--- src/design/cdc_pkg.sv ---
// constants and types for the carrier driver control block
package cdc_pkg;
    localparam logic [7:0] CDC_OFS_CONTROL = 8'h00;
    localparam logic [7:0] CDC_OFS_STEADY = 8'h04;
    localparam logic [7:0] CDC_OFS_MOD = 8'h08;
    localparam logic [7:0] CDC_OFS_STATUS = 8'h0C;
    localparam int CDC_BIT_A_EN = 0;
    localparam int CDC_BIT_B_EN = 1;
    localparam int CDC_BIT_ASK = 2;
    localparam int CDC_BIT_CW = 3;
    localparam int CDC_BIT_INV = 4;
    localparam int CDC_GS_W = 6;
    localparam logic [4:0] CDC_CTRL_RESET = 5'h00;
    localparam logic [5:0] CDC_STEADY_RESET = 6'h3F;
    localparam logic [5:0] CDC_MOD_RESET = 6'h3F;
    localparam logic [15:0] CDC_MOD_DEPTH_RESET = 16'h0001;
    localparam int CDC_CLK_HZ = 50000000;
    localparam int CDC_CARRIER_HZ = 13560000;
    // phase accumulator step for the carrier, 32-bit fraction of a cycle
    localparam logic [31:0] CDC_PHASE_STEP =
        32'((64'(CDC_CARRIER_HZ) << 32) / 64'(CDC_CLK_HZ));

    typedef struct packed {
        logic drive_b_invert;
        logic drive_b_continuous_wave;
        logic force_full_ask;
        logic drive_b_rf_enable;
        logic drive_a_rf_enable;
    } cdc_ctrl_t;

    typedef enum logic [2:0] {
        CDC_OUT_LOW = 3'h0,
        CDC_OUT_CARRIER = 3'h1,
        CDC_OUT_MOD = 3'h3,
        CDC_OUT_HIGH = 3'h2,
        CDC_OUT_INV = 3'h6,
        CDC_OUT_MOD_INV = 3'h7
    } cdc_out_t;
endpackage

--- src/design/cdc_select.sv ---
// per-pin output mode selection from control bits and envelope
module cdc_select
    import cdc_pkg::*;
(
    input wire cdc_ctrl_t ctrl,
    input wire logic envelope,
    output cdc_out_t mode_a,
    output cdc_out_t mode_b
);
    always_comb begin
        if (!ctrl.drive_a_rf_enable) begin
            mode_a = CDC_OUT_LOW;
        end else if (ctrl.force_full_ask) begin
            mode_a = envelope ? CDC_OUT_CARRIER : CDC_OUT_LOW;
        end else begin
            mode_a = envelope ? CDC_OUT_CARRIER : CDC_OUT_MOD;
        end
    end

    always_comb begin
        if (!ctrl.drive_b_rf_enable) begin
            mode_b = CDC_OUT_LOW;
        end else if (ctrl.drive_b_continuous_wave) begin
            mode_b = ctrl.drive_b_invert ? CDC_OUT_INV : CDC_OUT_CARRIER;
        end else if (ctrl.force_full_ask) begin
            if (envelope) begin
                mode_b = ctrl.drive_b_invert ? CDC_OUT_INV : CDC_OUT_CARRIER;
            end else begin
                mode_b = ctrl.drive_b_invert ? CDC_OUT_HIGH : CDC_OUT_LOW;
            end
        end else if (envelope) begin
            mode_b = ctrl.drive_b_invert ? CDC_OUT_INV : CDC_OUT_CARRIER;
        end else begin
            mode_b = ctrl.drive_b_invert ? CDC_OUT_MOD_INV : CDC_OUT_MOD;
        end
    end
endmodule // cdc_select

--- src/design/cdc_top.sv ---
// carrier driver control: ahb-lite registers, carrier generator, pin drive
module cdc_top
    import cdc_pkg::*;
#(
    parameter int ACC_W = 32
) (
    input wire logic hclk,
    input wire logic hresetn,
    input wire logic hsel,
    input wire logic [31:0] haddr,
    input wire logic [1:0] htrans,
    input wire logic hwrite,
    input wire logic [2:0] hsize,
    input wire logic [31:0] hwdata,
    input wire logic hready,
    output logic [31:0] hrdata,
    output logic hreadyout,
    output logic hresp,
    input wire logic envelope,
    output logic antenna_drive_a,
    output logic antenna_drive_b,
    output logic [5:0] conductance,
    output logic modulation_phase
);
    cdc_ctrl_t driver_control_reg;
    logic [CDC_GS_W-1:0] steady_conductance_reg;
    logic [CDC_GS_W-1:0] modulation_conductance_reg;
    logic [15:0] mod_depth_reg;
    logic [ACC_W-1:0] phase_reg;
    logic wr_pend_reg;
    logic [7:0] wr_addr_reg;
    logic [31:0] hrdata_next;
    logic carrier;
    logic mod_gate_reg;
    logic [15:0] mod_cnt_reg;
    cdc_out_t mode_a;
    cdc_out_t mode_b;
    logic level_a;
    logic level_b;
    logic mod_any;
    logic [ACC_W-1:0] phase_next;
    logic carrier_rise;

    // bus: zero wait states, always okay
    assign hreadyout = 1'b1;
    assign hresp = 1'b0;

    always_ff @(posedge hclk or negedge hresetn) begin
        if (!hresetn) begin
            wr_pend_reg <= 1'b0;
            wr_addr_reg <= 8'h00;
        end else if (hready) begin
            wr_pend_reg <= hsel && htrans[1] && hwrite;
            wr_addr_reg <= haddr[7:0];
        end
    end

    always_ff @(posedge hclk or negedge hresetn) begin
        if (!hresetn) begin
            driver_control_reg <= CDC_CTRL_RESET;
            steady_conductance_reg <= CDC_STEADY_RESET;
            modulation_conductance_reg <= CDC_MOD_RESET;
            mod_depth_reg <= CDC_MOD_DEPTH_RESET;
        end else if (wr_pend_reg) begin
            unique case (wr_addr_reg)
                CDC_OFS_CONTROL: begin
                    driver_control_reg <= cdc_ctrl_t'(hwdata[4:0]);
                    mod_depth_reg <= hwdata[31:16];
                end
                CDC_OFS_STEADY: steady_conductance_reg <= hwdata[CDC_GS_W-1:0];
                CDC_OFS_MOD: modulation_conductance_reg <= hwdata[CDC_GS_W-1:0];
                default: ;
            endcase
        end
    end

    // read mux, registered in the address phase
    always_comb begin
        hrdata_next = 32'h00000000;
        unique case (haddr[7:0])
            CDC_OFS_CONTROL: hrdata_next = {mod_depth_reg, 11'h000, driver_control_reg};
            CDC_OFS_STEADY: hrdata_next = {26'h0000000, steady_conductance_reg};
            CDC_OFS_MOD: hrdata_next = {26'h0000000, modulation_conductance_reg};
            CDC_OFS_STATUS: hrdata_next = {26'h0000000, mod_any, antenna_drive_b,
                antenna_drive_a, mode_b == CDC_OUT_LOW, envelope, carrier};
            default: hrdata_next = 32'h00000000;
        endcase
    end

    always_ff @(posedge hclk or negedge hresetn) begin
        if (!hresetn) begin
            hrdata <= 32'h00000000;
        end else if (hready && hsel && htrans[1] && !hwrite) begin
            hrdata <= hrdata_next;
        end
    end

    // carrier from a phase accumulator; clock stands in for oscillator_input_pin
    always_ff @(posedge hclk or negedge hresetn) begin
        if (!hresetn) begin
            phase_reg <= '0;
        end else begin
            phase_reg <= phase_next;
        end
    end
    assign phase_next = phase_reg + ACC_W'(CDC_PHASE_STEP);
    assign carrier_rise = !phase_reg[ACC_W-1] && phase_next[ACC_W-1];
    assign carrier = phase_reg[ACC_W-1];

    // modulated carrier: carrier gated one period in every mod_depth+1
    always_ff @(posedge hclk or negedge hresetn) begin
        if (!hresetn) begin
            mod_cnt_reg <= 16'h0000;
            mod_gate_reg <= 1'b0;
        end else if (carrier_rise) begin
            if (mod_cnt_reg >= mod_depth_reg) begin
                mod_cnt_reg <= 16'h0000;
                mod_gate_reg <= 1'b1;
            end else begin
                mod_cnt_reg <= mod_cnt_reg + 16'h0001;
                mod_gate_reg <= 1'b0;
            end
        end
    end

    cdc_select u_select (
        .ctrl(driver_control_reg),
        .envelope(envelope),
        .mode_a(mode_a),
        .mode_b(mode_b)
    );

    function automatic logic pin_level(cdc_out_t m, logic c, logic g);
        logic r;
        r = 1'b0;
        unique case (m)
            CDC_OUT_LOW: r = 1'b0;
            CDC_OUT_HIGH: r = 1'b1;
            CDC_OUT_CARRIER: r = c;
            CDC_OUT_INV: r = !c;
            CDC_OUT_MOD: r = c && g;
            CDC_OUT_MOD_INV: r = !c && g;
            default: r = 1'b0;
        endcase
        return r;
    endfunction

    assign level_a = pin_level(mode_a, carrier, mod_gate_reg);
    assign level_b = pin_level(mode_b, carrier, mod_gate_reg);
    assign mod_any = (mode_a == CDC_OUT_MOD) || (mode_b == CDC_OUT_MOD)
        || (mode_b == CDC_OUT_MOD_INV);

    always_ff @(posedge hclk or negedge hresetn) begin
        if (!hresetn) begin
            antenna_drive_a <= 1'b0;
            antenna_drive_b <= 1'b0;
        end else begin
            antenna_drive_a <= level_a;
            antenna_drive_b <= level_b;
        end
    end

    always_ff @(posedge hclk or negedge hresetn) begin
        if (!hresetn) begin
            conductance <= CDC_STEADY_RESET;
            modulation_phase <= 1'b0;
        end else begin
            modulation_phase <= mod_any;
            conductance <= mod_any ? modulation_conductance_reg
                : steady_conductance_reg;
        end
    end
endmodule // cdc_top

--- config.mk ---
export PLATFORM = sky130hd
export DESIGN_NAME = cdc_top
export DESIGN_NICKNAME = d
export VERILOG_FILES = /design/src/design/cdc_pkg.sv /design/src/design/cdc_select.sv /design/src/design/cdc_top.sv
export SDC_FILE = /design/constraint.sdc
export NUM_CORES = 1
export LEC_CHECK = 0
export BUFFER_PORTS_ARGS = -buffer_cell sky130_fd_sc_hd__buf_2
export CAP_MARGIN = 25
export CELL_PAD_IN_SITES_DETAIL_PLACEMENT = 0
export CELL_PAD_IN_SITES_GLOBAL_PLACEMENT = 2
export CORE_MARGIN = 3
export CORE_UTILIZATION = 38
export DETAILED_ROUTE_END_ITERATION = 10
export GPL_ROUTABILITY_DRIVEN = 0
export PLACE_DENSITY_LB_ADDON = 0.1
export SLEW_MARGIN = 25
export SYNTH_ARGS = -nofsm -noshare
export SYNTH_HDL_FRONTEND = slang
export SYNTH_SLANG_ARGS = --single-unit
--- constraint.sdc ---
create_clock -name hclk -period 8.3 [get_ports hclk]
set_clock_uncertainty 0.05 [all_clocks]
set_input_delay 0.83 -clock hclk [delete_from_list [all_inputs] [get_ports hclk]]
set_output_delay 0.83 -clock hclk [all_outputs]
set_load 0.05 [all_outputs]
## Word level (Yosys, flattened, before mapping)

Index checks and enable logic that the tools add are counted.

- Output and inout bits: 43
- Register bits: 132
- Word-level logic and storage cells: 72

- Reduce and logical (&&, ||, !) cells: 18
- Add/subtract/negate cells: 2
- $lt $le $gt $ge: 1
- Equality and inequality tests: 15
- Mux-type cells: 18

Operators with widths:

| operator | number |
|---|---|
| $pmux W32 S4 | 1 |
| $add A32 B31 Y32 const B | 1 |
| $mux W3 | 9 |
| $eq A8 B4 Y1 const B | 3 |
| $add A16 B1 Y16 const B | 1 |
| $eq A8 B3 Y1 const B | 2 |
| $ge A16 B16 Y1 | 1 |
| $logic_not A8 Y1 | 2 |
| $mux W16 | 1 |
| $eq A3 B2 Y1 const B | 4 |
| $eq A3 B3 Y1 const B | 4 |
| $pmux W1 S5 | 2 |
| $logic_and A1 B1 Y1 | 8 |
| $eq A3 B1 Y1 const B | 2 |
| $mux W6 | 1 |
| $reduce_and A2 Y1 | 3 |
| $mux W2 | 2 |
| $logic_not A3 Y1 | 1 |
| $logic_not A1 Y1 | 2 |
| $logic_or A1 B1 Y1 | 2 |
| $mux W1 | 2 |

## Logic depth before layout (Yosys ltp)

- Depth in word-level cells: 9
- Gate-level depth with buffers: 13

## Modules after synthesis

A second synthesis with hierarchy kept.

- Cells, all modules: 503
- Area, all modules: 5675.4 µm²

Modules (own cells, without submodules):

| module | area each (µm²) | times used | cells each |
|---|---|---|---|
| cdc_top | 5604.1 | 1 | 492 |
| cdc_select | 71.3 | 1 | 11 |

## Worst setup path after synthesis

Ideal clock, no wire load.

- Kind: register to register
- Start: register phase_reg[1]
- End: register mod_cnt_reg[14]
- Setup slack: 5.494 ns
- Setup time: 0.118 ns
- Period minus slack after synthesis: 2.806 ns
- Cell stages (with the launch flop): 13
- Buffers on the path: 0
- Arrival time: 2.637 ns
- Cell sequence: dfrtp_1 ha_1 nor4_1 a21oi_1 o211a_1 o21ai_2 o21bai_1 ha_1 and4_1 and2_0 nand4_1 xor2_1 nor2_1

- Word-level cells in the longest chain between the ends: 2

RTL lines:

| element | line | source |
|---|---|---|
| start: declaration | cdc_top.sv:29 | `logic [ACC_W-1:0] phase_reg;` |
| start signal: assignment | cdc_top.sv:103 | `phase_reg <= phase_next;` |
| $add A32 B31 Y32 | cdc_top.sv:106 | `assign phase_next = phase_reg + ACC_W'(CDC_PHASE_STEP);` |
| $logic_and A1 B1 Y1 | cdc_top.sv:107 | `assign carrier_rise = !phase_reg[ACC_W-1] && phase_next[ACC_W-1];` |
| named net carrier_rise | cdc_top.sv:42 | `logic carrier_rise;` |
| end signal: assignment | cdc_top.sv:120 | `mod_cnt_reg <= mod_cnt_reg + 16'h0001;` |
| end: declaration | cdc_top.sv:35 | `logic [15:0] mod_cnt_reg;` |

The timed path passes the listed nets, and every way through them passes these cells.
A chain may end at the register's enable or synchronous reset.

## Worst setup path after layout

- Start: register phase_reg[1]
- End: register mod_cnt_reg[15]

The elaborated chain is that of the path after synthesis.

==> out/qor.yml <==
synth:
  synth_area_leaders: "dfrtp_1 (45%), dfstp_2 (8.8%), mux2_2 (5.9%)"
  synth_edf_count: 0
  synth_cells: 510
  synth_warnings: 0
  synth_ff_type: "dfrtp_1"
  synthArstFlopShare: 1.00
  mappedNetlistArea_sq_um: 5690
  synth_top_area_frac: 0.448
  ys_seq_area_frac: 0.536
  synth_cell_types: 61
  synth-seq-cells: 121
  avgSynthCellArea_sq_um: 11.2
  yosys.area.top_type: "dfrtp_1"
placement:
  dp_hpwl_um: 8460
  post_dp_cell_area_sq_um: 6150
  preCtsSetupSlack_ps: 4910
  port_buffers: 67
  dp.cells: 747
floorplanning:
  rows: 44
  die_area_sq_um: 16500
  pin_count: 118
  initial_core_util: 0.390
  die_height_um: 128
  die_w_um: 128
  core-area_sq_um: 14600
clocking:
  h-tree-depth: 4
  clock_sinks: 121
  post_cts_buffers: 0
  cts_resized: 0
  clk_pin_slew_ps: 50
  hold_buffers: 0
  clk_latency_ps: 400
  cts_tree: "built"
  cts_root_buffer: "clkbuf_16"
  cts_buffer_depth: 2
  numCtsBuffers: 17
power_and_ir_drop:
  power.internal_mw: 1.10
  totalPowerFinal_mw: 1.42
  leakagePower_nw: 3.21
  power_frac_seq: 0.440
  power.density_nw_per_um2: 211
  power_switching_mw: 0.316
  sw_frac_of_total: 0.223
  comb_power_share: 0.058
  ir_worst_vdd_mv: 0.168
  clkPwrFrac: 0.502
critical_path:
  critPathMaxFanout: 5
  startpoint: "phase_reg[1]"
  cp-start-kind: "register"
  r2r-end: "mod_cnt_reg[15]"
  crit_required_ps: 8510
  rr_worst_depth: 13
  r2r_slack_ps: 4870
  critPathKind: "register to register"
  arrival_ps: 3640
  r2r-start: "phase_reg[1]"
  endpoint_kind: "register"
routing:
  drc: 0
  postRouteWirelength_um: 11800
  ant_nets: 0
  wl_met3_um: 546
  top_layer_used: "met4"
  via_count: 3894
  met2_length_um: 5330
  wl_per_cell_um: 15.2
  drt_iter0_drc: 170
  routed_via_density: 5.00
  drt-met1-wl_um: 5790
  firstDrtPassIters: 4
layout:
  largest_reg_flops: 31
  nNetsFinal: 676
  stdcell_count: 779
  area_growth_syn_to_layout_pct: 18.2
  final_util: 0.461
  drive_gt1_frac: 0.276
  diodes: 0
  stdcell_area_sq_um: 6730
  nFillCells: 1391
grt:
  grt_max_degree: 77
  gr-total-overflow: 0
  grt.total_usage: 0.156
  antenna_found_initial: 0
  grt_pass1_vias: 4006
  grt_pass1_wl_um: 20300
timing:
  setup_viol: 0
  report.final.slew_viol_count: 0
  fmax_mhz: 291
  hold_violations: 0
  setup-tns-final_ps: 0
  relSlewSlack: 0.405
  tightest_slew_ps: 889
  min_period_over_period: 0.413
  rsz0062_at_grt: "false"
  final.setup.worst_slack_ps: 4870
  holdWs_ps: 388
  min_period_ps: 3430
min_path:
  hp-class: "primary input to async pin"
job:
  cap_violations: 0
run_status:
  status: "completed"
==> cell type report <==
cell class | instances | area, sq um | area share
clock buffer | 23 | 478 | 0.0710
clock inverter | 9 | 97.6 | 0.0145
inverter | 32 | 120 | 0.0179
multi-input combinational | 341 | 2390 | 0.356
sequential | 121 | 3050 | 0.454
tap | 184 | 230 | 0.0342
timing repair buffer | 69 | 357 | 0.0530
==> cells in the mapped netlist, types with 3 or more instances <==
cell type and count:
o21ai_0 34, o211ai_1 4, nor2_1 31, a22o_1 16, a21oi_1 16, xor2_1 18, xnor2_1 13, mux2i_1 4
nand4_1 3, and3_1 5, nand3_1 11, o21ai_1 3, o21a_1 6, mux2_2 30, nor3_1 10, ha_1 19
inv_1 32, nor4_1 3, nand2b_1 3, dfrtp_1 102, dfstp_2 19, nand2_1 53, a221oi_1 4, a31oi_1 3
clkbuf_1 7, buf_4 14
==> how the worst max path moves through the flow <==
stage	endpoint	slack, ps	depth (start not counted)
6_report	mod_cnt_reg[15]	4870	13
5_1_grt	mod_cnt_reg[15]	4630	13
4_1_cts	mod_cnt_reg[15]	4870	13
3_5_place_dp	mod_cnt_reg[15]	4910	13
3_3_place_gp	mod_cnt_reg[15]	4840	13
2_1_floorplan	mod_cnt_reg[14]	5490	12
==> logic make-up (layout without fill, tap and decap cells) <==
kind of cell               Yosys count  in the layout  share of synthesized area
and+or+nand+nor                    136            136                      0.119
buffers and inverters               58            133                     0.0506
AOI/OAI and AO/OA                  107            107                      0.129
adders and majority gates           19             19                     0.0418
muxes                               36             36                     0.0743
DFF                                121            121                      0.536
other                                2             12                    0.00132
xor gates and xnor gates            31             31                     0.0477
==> layout by cell type (no fill, tap or decap), types with 12 or more instances in the layout <==
cell type and instances:
a21oi_1 16, a22o_1 16, buf_2 66, clkbuf_16 17
conb_1 12, dfrtp_1 102, dfstp_2 19, ha_1 19
inv_1 32, mux2_2 30, nand2_1 53, nor2_1 31
o21ai_0 34, xnor2_1 13, xor2_1 18
==> power groups by stage <==
stage          clock network, mW  registers [mW]  logic [mW]
3_5_place_dp                   0           0.633      0.0843
3_3_place_gp                   0           0.632      0.0827
6_report                   0.712           0.623      0.0824
4_1_cts                    0.735           0.623      0.0847
5_1_grt                    0.766           0.625      0.0932
2_1_floorplan                  0           0.636      0.0489
==> metal layers <==
layer  track usage  vias to the layer above
li1              -                     1917
met1         0.216                     1892
met2         0.235                       75
met3        0.0436                       10
met4        0.0562                        0
met5             0                        -
==> critical path, stage by stage (launching register included) <==
cell      delay (ps)
dfrtp_1          420
ha_1             250
nor4_1           100
a21oi_1          370
o211a_1          280
o21ai_2          120
o21bai_1         150
ha_1             280
nand2_1           80
nor3_1           540
and4_1           340
nand3_1          100
xor2_1           150
nor2_1            50
Power figures use the tool's default switching activity.
